<file path="src/rtl/enhanced_capture_unit_map.vh">
// Register offsets, field positions, mode codes and reset values of the capture/compare unit
`ifndef ENHANCED_CAPTURE_UNIT_MAP_VH
`define ENHANCED_CAPTURE_UNIT_MAP_VH
// ======================================
// Register byte addresses (printed index times four)
`define MODE_CTRL_IDX 8'h17
`define MODE_CTRL_ADDR 12'h05C
`define CAPT_LOW_ADDR 12'h100
`define CAPT_HIGH_ADDR 12'h104
`define FLAG_ADDR 12'h108
`define DUTY_HIGH_ADDR 12'h10C
`define COMPARE_ADDR 12'h110
// ======================================
// Field positions
`define MODE_LSB 0
`define MODE_MSB 3
`define DUTY_LSB 4
`define DUTY_MSB 5
`define CFG_LSB 6
`define CFG_MSB 7
`define FLAG_BIT 2
// ======================================
// Mode codes
`define MODE_OFF 4'h0
`define MODE_RSVD_A 4'h1
`define MODE_CMP_TOGGLE 4'h2
`define MODE_RSVD_B 4'h3
`define MODE_CAP_FALL 4'h4
`define MODE_CAP_RISE 4'h5
`define MODE_CAP_RISE4 4'h6
`define MODE_CAP_RISE16 4'h7
`define MODE_CMP_SET 4'h8
`define MODE_CMP_CLEAR 4'h9
`define MODE_CMP_SOFT 4'hA
`define MODE_CMP_SPECIAL 4'hB
`define MODE_PWM_HH 4'hC
`define MODE_PWM_LL 4'hD
`define MODE_PWM_LH 4'hE
// Output configurations
`define CFG_SINGLE 2'b00
`define CFG_FWD 2'b01
`define CFG_HALF 2'b10
`define CFG_REV 2'b11
// ======================================
// Reset value and prescaler match counts
`define MODE_CTRL_RST 8'h00
`define PRESCALE_4 4'h3
`define PRESCALE_16 4'hF
`endif

</file>
<file path="src/rtl/enhanced_capture_unit_mode_control_capture.v">
// Mode control register, capture engine and output steering of the capture/compare unit
`timescale 1ns/1ps
`default_nettype none
`include "enhanced_capture_unit_map.vh"
// What this block does
// - Mode 0000 switches the unit off and clears prescaler and compare latch; flag and capture pair keep their values.
// - Codes 0001 and 0011 are reserved and select no behaviour.
// - Mode 0010 toggles compare output on Timer1 match and sets the flag.
// - Capture codes 0100..0111 pick falling, rising, fourth and sixteenth rising edge.
// - Set and clear compare modes drive the output high or low and set flag.
// - Software interrupt compare mode only sets the flag; output untouched.
// - Mode 1011 match sets flag, resets Timer1, starts conversion if converter enabled.
// - PWM codes 1100, 1101, 1110 set polarity of the four outputs.
// - Config 00 modulates A only; 10 modulates A and B; others revert to port.
// - Config 01 modulates D, A active; config 11 modulates B, C active.
// - Non-PWM modes: A is capture/compare, B, C, D revert to port pins.
// - Control bits 5..4 are the duty low bits, ignored outside PWM.
// - Each qualifying capture copies the 16-bit Timer1 count into the pair.
// - Each capture sets the flag; only software clears it.
// - A new capture overwrites the pair even if not yet read.
// - A port write changing an output-driven capture pin counts as an event.
// - Prescaler counter clears when unit is off or not capturing.
// - Direct prescaler switches keep the counter and may raise the flag.
// - Capture and compare use Timer1; PWM uses Timer2.
// - Clearing the control register forces the compare output latch low.
module enhanced_capture_unit_mode_control_capture #(
	parameter TIMER_W = 16
)(
	input wire hclk,
	input wire hresetn,
	input wire hsel,
	input wire [31:0] haddr,
	input wire [1:0] htrans,
	input wire hwrite,
	input wire [2:0] hsize,
	input wire [31:0] hwdata,
	input wire hready,
	output reg [31:0] hrdata,
	output wire hreadyout,
	output wire hresp,
	input wire capture_pin_in,
	input wire [TIMER_W-1:0] timer_one_count,
	input wire [7:0] timer_two_count,
	input wire pwm_modulation,
	input wire pwm_modulation_deadband_b,
	input wire port_a_out,
	input wire port_b_out,
	input wire port_c_out,
	input wire port_d_out,
	input wire converter_enabled,
	output wire unit_interrupt_flag,
	output reg timer_one_reset,
	output reg conversion_start,
	output wire compare_uses_timer_two,
	output wire [9:0] pwm_duty_value,
	output wire output_a,
	output wire output_b,
	output wire output_c,
	output wire output_d
);
// ======================================
// Bus slave: zero wait states, always OKAY
	reg wr_pend_r;
	reg [11:0] wr_addr_r;
	reg [31:0] rd_word_nxt;
	wire addr_phase;
	reg [7:0] mode_ctrl_r;
	reg [7:0] mode_ctrl_nxt;
	reg [TIMER_W-1:0] capture_pair_r;
	reg [TIMER_W-1:0] compare_val_r;
	reg [7:0] duty_high_r;
	reg flag_r;
	wire [3:0] mode_select_field;
	wire [1:0] output_config_bits;
	wire [1:0] duty_low_bits;
	wire flag_clear;
	assign hreadyout = 1'b1;
	assign hresp = 1'b0;
	assign addr_phase = hsel & htrans[1] & hready;
	assign mode_select_field = mode_ctrl_r[`MODE_MSB:`MODE_LSB];
	assign output_config_bits = mode_ctrl_r[`CFG_MSB:`CFG_LSB];
	assign duty_low_bits = mode_ctrl_r[`DUTY_MSB:`DUTY_LSB];
	// Address only latched when a write is taken, so idle cycles cannot retarget it
	always @(posedge hclk or negedge hresetn)
	begin
		if (!hresetn)
		begin
			wr_pend_r <= 1'b0;
			wr_addr_r <= 12'h000;
		end
		else
		begin
			wr_pend_r <= addr_phase & hwrite;
			if (addr_phase & hwrite)
				wr_addr_r <= haddr[11:0];
		end
	end
	// Read word chosen in the address phase, registered for the data phase
	always @*
	begin
		rd_word_nxt = 32'h0000_0000;
		case (haddr[11:0])
			`MODE_CTRL_ADDR: rd_word_nxt = {24'h00_0000, mode_ctrl_r};
			`CAPT_LOW_ADDR: rd_word_nxt = {24'h00_0000, capture_pair_r[7:0]};
			`CAPT_HIGH_ADDR: rd_word_nxt = {24'h00_0000, capture_pair_r[15:8]};
			`FLAG_ADDR: rd_word_nxt = {29'h0, flag_r, 2'b00};
			`DUTY_HIGH_ADDR: rd_word_nxt = {24'h00_0000, duty_high_r};
			`COMPARE_ADDR: rd_word_nxt = {{(32-TIMER_W){1'b0}}, compare_val_r};
			default: rd_word_nxt = 32'h0000_0000;
		endcase
	end
	always @(posedge hclk or negedge hresetn)
	begin
		if (!hresetn)
			hrdata <= 32'h0000_0000;
		else if (addr_phase & !hwrite)
			hrdata <= rd_word_nxt;
	end
// ======================================
// Write strobes, one per register, valid in the data phase
	wire wr_mode;
	wire wr_capt_low;
	wire wr_capt_high;
	wire wr_flag;
	wire wr_duty_high;
	wire wr_compare;
	assign wr_mode = wr_pend_r && wr_addr_r == `MODE_CTRL_ADDR;
	assign wr_capt_low = wr_pend_r && wr_addr_r == `CAPT_LOW_ADDR;
	assign wr_capt_high = wr_pend_r && wr_addr_r == `CAPT_HIGH_ADDR;
	assign wr_flag = wr_pend_r && wr_addr_r == `FLAG_ADDR;
	assign wr_duty_high = wr_pend_r && wr_addr_r == `DUTY_HIGH_ADDR;
	assign wr_compare = wr_pend_r && wr_addr_r == `COMPARE_ADDR;
	always @*
	begin
		mode_ctrl_nxt = mode_ctrl_r;
		if (wr_mode)
			mode_ctrl_nxt = hwdata[7:0];
	end
	// Writing a one leaves the flag alone, so a set cannot be lost to a stale image
	assign flag_clear = wr_flag && !hwdata[`FLAG_BIT];
// ======================================
// Capture pin synchroniser and edge detect
	reg sync1_r;
	reg sync2_r;
	reg prev_r;
	wire rise;
	wire fall;
	// The pin reflects port writes too when driven as output, so those edges count
	// Stages reset low like the idle pin, so no false edge follows reset
	always @(posedge hclk or negedge hresetn)
	begin
		if (!hresetn)
		begin
			sync1_r <= 1'b0;
			sync2_r <= 1'b0;
			prev_r <= 1'b0;
		end
		else
		begin
			sync1_r <= capture_pin_in;
			sync2_r <= sync1_r;
			prev_r <= sync2_r;
		end
	end
	assign rise = sync2_r & ~prev_r;
	assign fall = ~sync2_r & prev_r;
// ======================================
// Mode decode
	wire is_capture;
	wire is_compare;
	wire is_pwm;
	assign is_capture = mode_select_field[3:2] == 2'b01;
	assign is_compare = mode_select_field == `MODE_CMP_TOGGLE | mode_select_field[3:2] == 2'b10;
	assign is_pwm = mode_select_field[3:2] == 2'b11;
	assign compare_uses_timer_two = is_pwm;
	assign pwm_duty_value = is_pwm ? {duty_high_r, duty_low_bits} : 10'h000;
// ======================================
// Prescaler and capture
	reg [3:0] presc_r;
	reg capture_evt;
	wire hit_4;
	wire hit_16;
	assign hit_4 = presc_r[1:0] == `PRESCALE_4;
	assign hit_16 = presc_r == `PRESCALE_16;
	// Mode changes inside capture keep the counter, so a stale count may fire early
	always @*
	begin
		capture_evt = 1'b0;
		case (mode_select_field)
			`MODE_CAP_FALL: capture_evt = fall;
			`MODE_CAP_RISE: capture_evt = rise;
			`MODE_CAP_RISE4: capture_evt = rise && hit_4;
			`MODE_CAP_RISE16: capture_evt = rise && hit_16;
			default: capture_evt = 1'b0;
		endcase
	end
	always @(posedge hclk or negedge hresetn)
	begin
		if (!hresetn)
			presc_r <= 4'h0;
		else if (!is_capture)
			presc_r <= 4'h0;
		else if (rise)
			presc_r <= presc_r + 4'h1;
	end
// ======================================
// Capture register pair
	// Software may preload the pair; a capture in the same cycle wins
	always @(posedge hclk or negedge hresetn)
	begin
		if (!hresetn)
			capture_pair_r <= {TIMER_W{1'b0}};
		else if (capture_evt)
			capture_pair_r <= timer_one_count;
		else if (wr_capt_low)
			capture_pair_r[7:0] <= hwdata[7:0];
		else if (wr_capt_high)
			capture_pair_r[15:8] <= hwdata[7:0];
	end
// ======================================
// Compare
	reg match_d_r;
	reg cmp_out_r;
	wire match;
	wire match_evt;
	assign match = is_compare && timer_one_count == compare_val_r;
	assign match_evt = match & ~match_d_r;
// ======================================
// Configuration registers
	always @(posedge hclk or negedge hresetn)
	begin
		if (!hresetn)
		begin
			mode_ctrl_r <= `MODE_CTRL_RST;
			compare_val_r <= {TIMER_W{1'b0}};
			duty_high_r <= 8'h00;
		end
		else
		begin
			mode_ctrl_r <= mode_ctrl_nxt;
			if (wr_compare)
				compare_val_r <= hwdata[TIMER_W-1:0];
			if (wr_duty_high)
				duty_high_r <= hwdata[7:0];
		end
	end
// ======================================
// Special event pulses, one cycle per match onset
	always @(posedge hclk or negedge hresetn)
	begin
		if (!hresetn)
		begin
			match_d_r <= 1'b0;
			timer_one_reset <= 1'b0;
			conversion_start <= 1'b0;
		end
		else
		begin
			match_d_r <= match;
			timer_one_reset <= match_evt && mode_select_field == `MODE_CMP_SPECIAL;
			conversion_start <= match_evt && mode_select_field == `MODE_CMP_SPECIAL
				&& converter_enabled;
		end
	end
// ======================================
// Compare output latch
	// Held low while off, so the first toggle after enabling always goes high
	always @(posedge hclk or negedge hresetn)
	begin
		if (!hresetn)
			cmp_out_r <= 1'b0;
		else if (mode_select_field == `MODE_OFF)
			cmp_out_r <= 1'b0;
		else if (match_evt)
		begin
			case (mode_select_field)
				`MODE_CMP_TOGGLE: cmp_out_r <= ~cmp_out_r;
				`MODE_CMP_SET: cmp_out_r <= 1'b1;
				`MODE_CMP_CLEAR: cmp_out_r <= 1'b0;
				default: cmp_out_r <= cmp_out_r;
			endcase
		end
	end
// ======================================
// Interrupt flag
	// Set wins over a software clear in the same cycle
	always @(posedge hclk or negedge hresetn)
	begin
		if (!hresetn)
			flag_r <= 1'b0;
		else if (capture_evt || match_evt)
			flag_r <= 1'b1;
		else if (flag_clear)
			flag_r <= 1'b0;
	end
	assign unit_interrupt_flag = flag_r;
// ======================================
// Output steering
	reg [3:0] act_r;
	reg [3:0] use_r;
	reg [3:0] inv;
	reg [3:0] sel;
	always @*
	begin
		inv = 4'b0000;
		case (mode_select_field)
			`MODE_PWM_LL: inv = 4'b1111;
			`MODE_PWM_LH: inv = 4'b0101;
			default: inv = 4'b0000;
		endcase
		// Bit order is {d, c, b, a}; act is the active-level drive before polarity
		sel = 4'b0000;
		act_r = 4'b0000;
		use_r = 4'b0000;
		if (is_pwm)
		begin
			case (output_config_bits)
				`CFG_SINGLE:
				begin
					use_r = 4'b0001;
					act_r = {3'b000, pwm_modulation};
				end
				`CFG_FWD:
				begin
					use_r = 4'b1111;
					act_r = {pwm_modulation, 3'b001};
				end
				`CFG_HALF:
				begin
					use_r = 4'b0011;
					act_r = {2'b00, pwm_modulation_deadband_b, pwm_modulation};
				end
				default:
				begin
					use_r = 4'b1111;
					act_r = {2'b01, pwm_modulation, 1'b0};
				end
			endcase
			sel = (act_r ^ inv) & use_r;
		end
		else if (mode_select_field != `MODE_OFF)
		begin
			use_r = {3'b000, is_compare};
			sel = {3'b000, cmp_out_r};
		end
	end
// ======================================
// Pin multiplexers
	// Unused outputs fall back to the port latches with no extra delay
	reg [3:0] pin_nxt;
	always @*
	begin
		pin_nxt[0] = use_r[0] ? sel[0] : port_a_out;
		pin_nxt[1] = use_r[1] ? sel[1] : port_b_out;
		pin_nxt[2] = use_r[2] ? sel[2] : port_c_out;
		pin_nxt[3] = use_r[3] ? sel[3] : port_d_out;
	end
	assign output_a = pin_nxt[0];
	assign output_b = pin_nxt[1];
	assign output_c = pin_nxt[2];
	assign output_d = pin_nxt[3];
endmodule // enhanced_capture_unit_mode_control_capture
`default_nettype wire

</file>
<file path="config.mk">
export PLATFORM = sky130hd
export DESIGN_NAME = enhanced_capture_unit_mode_control_capture
export DESIGN_NICKNAME = d
export VERILOG_FILES = /design/src/rtl/enhanced_capture_unit_mode_control_capture.v
export VERILOG_INCLUDE_DIRS = /design/src /design/src/rtl
export SDC_FILE = /design/constraint.sdc
export NUM_CORES = 1
export LEC_CHECK = 0
export BUFFER_PORTS_ARGS = -buffer_cell sky130_fd_sc_hd__buf_4
export CAP_MARGIN = 20
export CORE_ASPECT_RATIO = 0.9
export CORE_UTILIZATION = 54
export DETAILED_ROUTE_END_ITERATION = 12
export HOLD_SLACK_MARGIN = 0.08
export PLACE_DENSITY = 0.92
export SLEW_MARGIN = 25
export SYNTH_ARGS = -nofsm -noshare
export SYNTH_HDL_FRONTEND = slang
export SYNTH_SLANG_ARGS = --single-unit
</file>
<file path="constraint.sdc">
create_clock -name hclk -period 5.89 [get_ports hclk]
set_clock_uncertainty 0.1 [all_clocks]
set_input_delay 0 -clock hclk [delete_from_list [all_inputs] [get_ports hclk]]
set_output_delay 0 -clock hclk [all_outputs]
set_load 0.01 [all_outputs]
</file>
* Word level (Yosys, flattened, before mapping)
Cells that the tools add are included.
** Word-level totals
- Bits in registers :: 105
- Input bits :: 106
- Logic and storage cells :: 116
** Operators by class
- Muxes and demuxes :: 27
- Bitwise operators :: 14
- Add/sub/neg operators :: 1
- Equality and inequality tests :: 32
- Reduce and logical (&&, ||, !) cells :: 25
** Operator list (count)
- $eq A12 B9 Y1 const B :: 10
- $pmux W16 S6 :: 1
- $eq A12 B7 Y1 const B :: 2
- $eq A4 B4 Y1 const B :: 6
- $mux W4 :: 6
- $mux W8 :: 3
- $eq A16 B16 Y1 :: 1
- $eq A4 B3 Y1 const B :: 4
- $mux W16 :: 1
- $pmux W4 S2 :: 2
- $logic_and A1 B1 Y1 :: 12
- $pmux W4 S3 :: 1
- $mux W1 :: 10
- $mux W10 :: 1
- $eq A2 B2 Y1 const B :: 4
- $reduce_bool A2 Y1 :: 4
- $reduce_bool A4 Y1 :: 2
- $and A1 B1 Y1 :: 7
- $add A4 B1 Y4 const B :: 1
- $and A4 B4 Y4 :: 1
- $eq A2 B1 Y1 const B :: 2
- $eq A4 B2 Y1 const B :: 1
- $logic_not A4 Y1 :: 1
- $not A1 Y1 :: 4
- 10 further kinds :: 12

* Depth between registers and ports, before layout
- Word-level depth :: 7
- Mapped depth :: 7
- Depth with buffers taken out :: 6

* Worst setup path after synthesis
No wires, ideal clock.
- Path type :: register -> register
- Start :: register wr_addr_r[9]
- End :: register flag_r (netlist: unit_interrupt_flag)
- Required time :: 5666 ps
- Path slack :: 3425 ps
- Arrival :: 2241 ps
- Setup time :: 124 ps
- Path buffers :: 1
- Clock period less this slack :: 2465 ps
- Stages on the path, launching flop included :: 7
- Cells stage by stage :: dfrtp_1 > or3_4 > or3b_1 > buf_6 > or2_1 > or4b_1 > a211o_1
** Between the ends
- Cells in the longest elaborated chain, start to end :: 4
** RTL lines
- start, declared :: RTL line enhanced_capture_unit_mode_control_capture.v:64 : reg [11:0] wr_addr_r;
- start signal, assigned :: RTL line enhanced_capture_unit_mode_control_capture.v:95 : wr_addr_r <= haddr[11:0];
- $eq A12 B9 Y1 (no line)
- $logic_and A1 B1 Y1 (no line)
- $logic_and A1 B1 Y1 :: RTL line enhanced_capture_unit_mode_control_capture.v:140 : assign flag_clear = wr_flag && !hwdata[`FLAG_BIT];
- $reduce_bool A2 Y1 (no line)
- end signal, assigned :: RTL line enhanced_capture_unit_mode_control_capture.v:290 : flag_r <= 1'b0;
- end signal, assigned :: RTL line enhanced_capture_unit_mode_control_capture.v:292 : flag_r <= 1'b1;
- end signal, assigned :: RTL line enhanced_capture_unit_mode_control_capture.v:294 : flag_r <= 1'b0;
- end, declared :: RTL line enhanced_capture_unit_mode_control_capture.v:72 : reg flag_r;
No other way between the ends.
A chain may end at the register's enable or synchronous reset.

* Worst setup path after layout
- Start :: register wr_addr_r[9]
- End :: register capture_pair_r[10]
** Between the ends
- Cells in the longest elaborated chain, start to end :: 4
- Elaborated cells on any way between the ends :: 7
- Classes of those cells :: eq/ne: 3; reduce/logical: 4
** RTL lines
- $eq A12 B9 Y1 (no line)
- $logic_and A1 B1 Y1 (no line)
- $ne A2 B1 Y1 (no line) or $reduce_bool A2 Y1 (tied branches)
- $reduce_and A2 Y1 (no line) (*)
- end signal, assigned :: RTL line enhanced_capture_unit_mode_control_capture.v:212 : capture_pair_r <= {TIMER_W{1'b0}};
- end signal, assigned :: RTL line enhanced_capture_unit_mode_control_capture.v:214 : capture_pair_r <= timer_one_count;
- end signal, assigned :: RTL line enhanced_capture_unit_mode_control_capture.v:218 : capture_pair_r[15:8] <= hwdata[7:0];
- end, declared :: RTL line enhanced_capture_unit_mode_control_capture.v:69 : reg [TIMER_W-1:0] capture_pair_r;
Mark *: on every way between the ends. The rest lies on a longest branch, timed or not.

==> metrics.log <==
[metrics] vias per cell: 5.991
[metrics] die outline width: between 90 and 100 um
[metrics] required time of the critical path: 6.04 ns
[metrics] category of the most critical setup path: flop to flop
[metrics] min-delay src: htrans[1]
[metrics] Hold Crit Endpoint: hrdata[15]
[metrics] worst reg-to-reg path cell count: 6
[metrics] Post-Synthesis Mean Instance Area: 10.14 um^2
[metrics] half-perimeter wire length after placement: 7941 um
[metrics] synthesized-area fraction occupied by adder cells: less than 1%
[metrics] count of unique library cells instantiated by Yosys: 49
[metrics] result of the run: completed
[metrics] initial antenna violation count: 0
[metrics] number of DRC markers after the initial detailed-route iteration: 400
[metrics] power per standard cell area: about 210 nW/um^2
[metrics] length of the first detailed-routing pass in iterations: 5
[metrics] Routed WL: 13350 um
[metrics] remaining design rule violation count: 0
[metrics] global-route wire length before repair: 20870 um
[metrics] number of buffers created by CTS: 9
[metrics] max-slew violation count: 0
[metrics] accumulated negative setup slack: 0 ns
[metrics] filler-free cell count of the finished design: 700
[metrics] simple logic cell fraction of the synthesized area: 18.96%
[metrics] top cells by area, synth: sky130_fd_sc_hd__dfrtp_1 (49%), sky130_fd_sc_hd__mux2_2 (7.6%), sky130_fd_sc_hd__nand2_1 (6.6%), sky130_fd_sc_hd__mux2i_1 (5.4%), sky130_fd_sc_hd__xor2_1 (3.4%)
[metrics] routed vias: 4194
[metrics] number of instances in the synthesized netlist: roughly 450
[metrics] synthesized flop and latch total: 89
[metrics] Worst Path Arrival: 3.45 ns
[metrics] maximum number of pins on one net before global-route repair: 90
[metrics] vias in the first global route: around 4.2k
[metrics] buffer levels on the longest clock path: 2
[metrics] category of the worst setup path capture point: flop
[metrics] overflow left after global routing: 0
[metrics] num rows: 31
[metrics] Area Growth Syn to Fin: 33.00%
[metrics] height of the chip: 89.48 um
[metrics] top fanout value on the critical path: 8
[metrics] worst reg2reg setup slack: 2.59 ns
[metrics] most frequent cells after synthesis: sky130_fd_sc_hd__dfrtp_1 (89), sky130_fd_sc_hd__nand2_1 (81), sky130_fd_sc_hd__mux2_2 (31), sky130_fd_sc_hd__mux2i_1 (25), sky130_fd_sc_hd__o21ai_0 (25)
[metrics] post-synthesis sequential area ratio: 48.50%
[metrics] area of the die: just under 9000 um^2
[metrics] Resize count post-CTS: 0
[metrics] cell type contributing the most total cell area after synthesis: sky130_fd_sc_hd__dfrtp_1
[metrics] Filler Cells Inserted: 527
[metrics] Post-Synth XOR/XNOR Area: 4.387%
[metrics] count of warnings emitted by yosys: 0
[metrics] Final setup viols: 0
[metrics] net count reported at finish: 703
[metrics] clock input transition at the sequential cells of the worst setup and hold paths: 0.10 ns
[metrics] area share of the largest cell type after synthesis: 48.50%
[metrics] global routing usage summed across all routing layers: 31.40%
[metrics] dominant synthesized flop cell: sky130_fd_sc_hd__dfrtp_1
[metrics] Routed WL per cell: between 15 and 20 um
[metrics] Hold Violations, Final: 0
[metrics] timing-limited maximum frequency: ~300 MHz
[metrics] highest ir drop seen on vdd: roughly 120 uV
[metrics] H-tree depth: 3
[metrics] post-synthesis async set-or-reset flop share: 100.0%
[metrics] minimum clock period after layout: 3.300 ns
[metrics] routability congestion estimate from global placement: 0.8297
[metrics] startpoint of the most critical register-to-register path: wr_addr_r[9]
[metrics] core outline area: 8145 um^2
[metrics] hold path depth: 6
[metrics] antenna cell count: 0
[metrics] setup fix buffers added after clock tree synthesis: 0
[metrics] category of the worst setup path launch point: flop
[metrics] post-synthesis compound-gate area fraction: 8.583%
[metrics] multiplexer area fraction after synthesis: 13.54%
[metrics] ratio of cells with drive above 1 in the final layout: 24.79%
[metrics] count of input and output buffers: slightly above 90
[metrics] post-route clock period utilization: 56.03%
[metrics] path class of the lowest-slack min-delay path: input port to flop
[metrics] effective utilization at floorplan: 56.37%
[metrics] EDFF count, synth: 0
[metrics] # clock sinks: between 80 and 90
[metrics] Slew @ Worst Pin: 1.020 ns
[metrics] Max Cap Violations: 0
[metrics] most instantiated library cell after synthesis: sky130_fd_sc_hd__dfrtp_1
[metrics] startpoint of the worst setup timing path: wr_addr_r[9]
[metrics] slew margin rel.: between 30% and 40%
[metrics] CTS tree: built
[metrics] Clk Latency, worst-skew pair: around 0.37 ns
[metrics] root buffer selected by CTS: sky130_fd_sc_hd__clkbuf_8
[metrics] placed cell count: slightly above 600
[metrics] dominant combinational cell family by area after synthesis: simple AND/OR/NAND/NOR gates
[metrics] Cell Area, Synth: about 4600 um^2
[metrics] count of antenna-violating nets left after detailed routing: 0
[metrics] top-level port count: 158
[metrics] RSZ-0062 raised after global routing: false
[metrics] terminus of the critical flop-to-flop path: capture_pair_r[10]
[metrics] Static Leak: between 3 and 4 nW
-- what timing repair did --
item                                    CTS  global route
hold buffers                             64             0
hold endpoints to repair                162             0
endpoints found under the setup margin    0             0
-- layer usage --
metal	vias up	share of wire (%)	GRT usage, %
li1	1834	-	-
met1	2055	37	37.68
met2	256	50	55.49
met3	49	9.4	7.740
met4	0	2.9	12.03
met5	-	0	0
-- sequential cells by signal (all words and copies together), names as in the netlist --
| register | flops |
|---|---|
| timer_one_reset | 1 |
| cmp_out_r | 1 |
| conversion_start | 1 |
| match_d_r | 1 |
| compare_val_r | 16 |
| sync2_r | 1 |
| wr_addr_r | 12 |
| duty_high_r | 8 |
| mode_ctrl_r | 8 |
| wr_pend_r | 1 |
| hrdata | 16 |
| capture_pair_r | 16 |
| sync1_r | 1 |
| presc_r | 4 |
| prev_r | 1 |
| unit_interrupt_flag | 1 |
-- layout make-up --
type	count	area [um^2]	share of cell area [%]
sequential	89	2227	36.47
multi-input combinational	332	2190	35.85
clock buffer	11	151.4	2.479
clock inverter	5	38.79	0.6351
timing repair buffer	158	1354	22.17
tap	99	123.9	2.028
inverter	6	22.52	0.3688
-- layout by cell type, fill, tap and decap left out, types with 2 or more instances in the layout --
cell type                        n
sky130_fd_sc_hd__a211o_1         2
sky130_fd_sc_hd__nor2b_1         3
sky130_fd_sc_hd__clkinvlp_4      4
sky130_fd_sc_hd__and2_1          3
sky130_fd_sc_hd__mux2_2         31
sky130_fd_sc_hd__nor4_1          8
sky130_fd_sc_hd__nor3_1          3
sky130_fd_sc_hd__buf_4          92
sky130_fd_sc_hd__nand2_1        81
sky130_fd_sc_hd__a21oi_1        11
sky130_fd_sc_hd__o21ai_0        25
sky130_fd_sc_hd__buf_6           2
sky130_fd_sc_hd__nand3_1        18
sky130_fd_sc_hd__dlygate4sd3_1  64
sky130_fd_sc_hd__nor4_4          4
sky130_fd_sc_hd__dfrtp_1        89
sky130_fd_sc_hd__a21o_1          2
sky130_fd_sc_hd__and3_1         13
sky130_fd_sc_hd__xnor2_1         5
sky130_fd_sc_hd__nor2_1         11
sky130_fd_sc_hd__xor2_1         18
sky130_fd_sc_hd__nand3b_1        5
sky130_fd_sc_hd__nand4_1         2
sky130_fd_sc_hd__mux2i_1        25
sky130_fd_sc_hd__conb_1         18
sky130_fd_sc_hd__o21ai_1        12
sky130_fd_sc_hd__inv_1           6
sky130_fd_sc_hd__a221oi_1        7
sky130_fd_sc_hd__clkbuf_8       11
sky130_fd_sc_hd__nand2b_1        5
-- through the flow --
step,area [um^2],hold WS [ns],utilization (%),worst slack [ns],total power [mW]
after floorplan,4652,-0.3956,-,3.425,0.7588
after global placement,5253,0.01469,64.49,3.270,0.8268
after detailed placement,5268,0.01191,64.67,3.196,0.8353
after CTS,6098,0.1281,74.87,2.702,1.266
after global routing,6107,0.1604,74.98,2.476,1.322
final,6107,0.1472,74.98,2.590,1.281
-- how the worst max path moves through the flow --
stage                     slack [ns]             endpoint  cells past startpoint
after detailed placement        3.20       mode_ctrl_r[3]                      4
after floorplan                 3.43  unit_interrupt_flag                      6
after global routing            2.48    capture_pair_r[1]                      6
after CTS                       2.70    capture_pair_r[1]                      6
final                           2.59   capture_pair_r[10]                      6
after global placement          3.27       mode_ctrl_r[5]                      4
-- cell families after synthesis --
group                      count (synthesis)
buffers and inverters                     48
adders and majority gates                  1
xor gates and xnor gates                  23
DFF                                       89
AOI/OAI and AO/OA                         66
muxes                                     57
other                                      2
and+or+nand+nor                          167
-- critical path, cell delays in order (launching register included) --
cell and delay (ns):
sky130_fd_sc_hd__dfrtp_1 0.39, sky130_fd_sc_hd__or3_4 0.42, sky130_fd_sc_hd__or3b_1 0.53, sky130_fd_sc_hd__nor4_4 0.76, sky130_fd_sc_hd__mux2i_1 0.27, sky130_fd_sc_hd__o21ai_0 0.10
sky130_fd_sc_hd__dlygate4sd3_1 0.61
-- where the power goes --
part	switching, mW	total [mW]	leakage, nW	internal, mW
Clock	0.234	0.412	0.0842	0.178
Sequential	0.0308	0.675	1.20	0.644
Combinational	0.0967	0.194	1.72	0.0973
Total	0.361	1.28	3.00	0.919
Power figures use the tool's default switching activity.
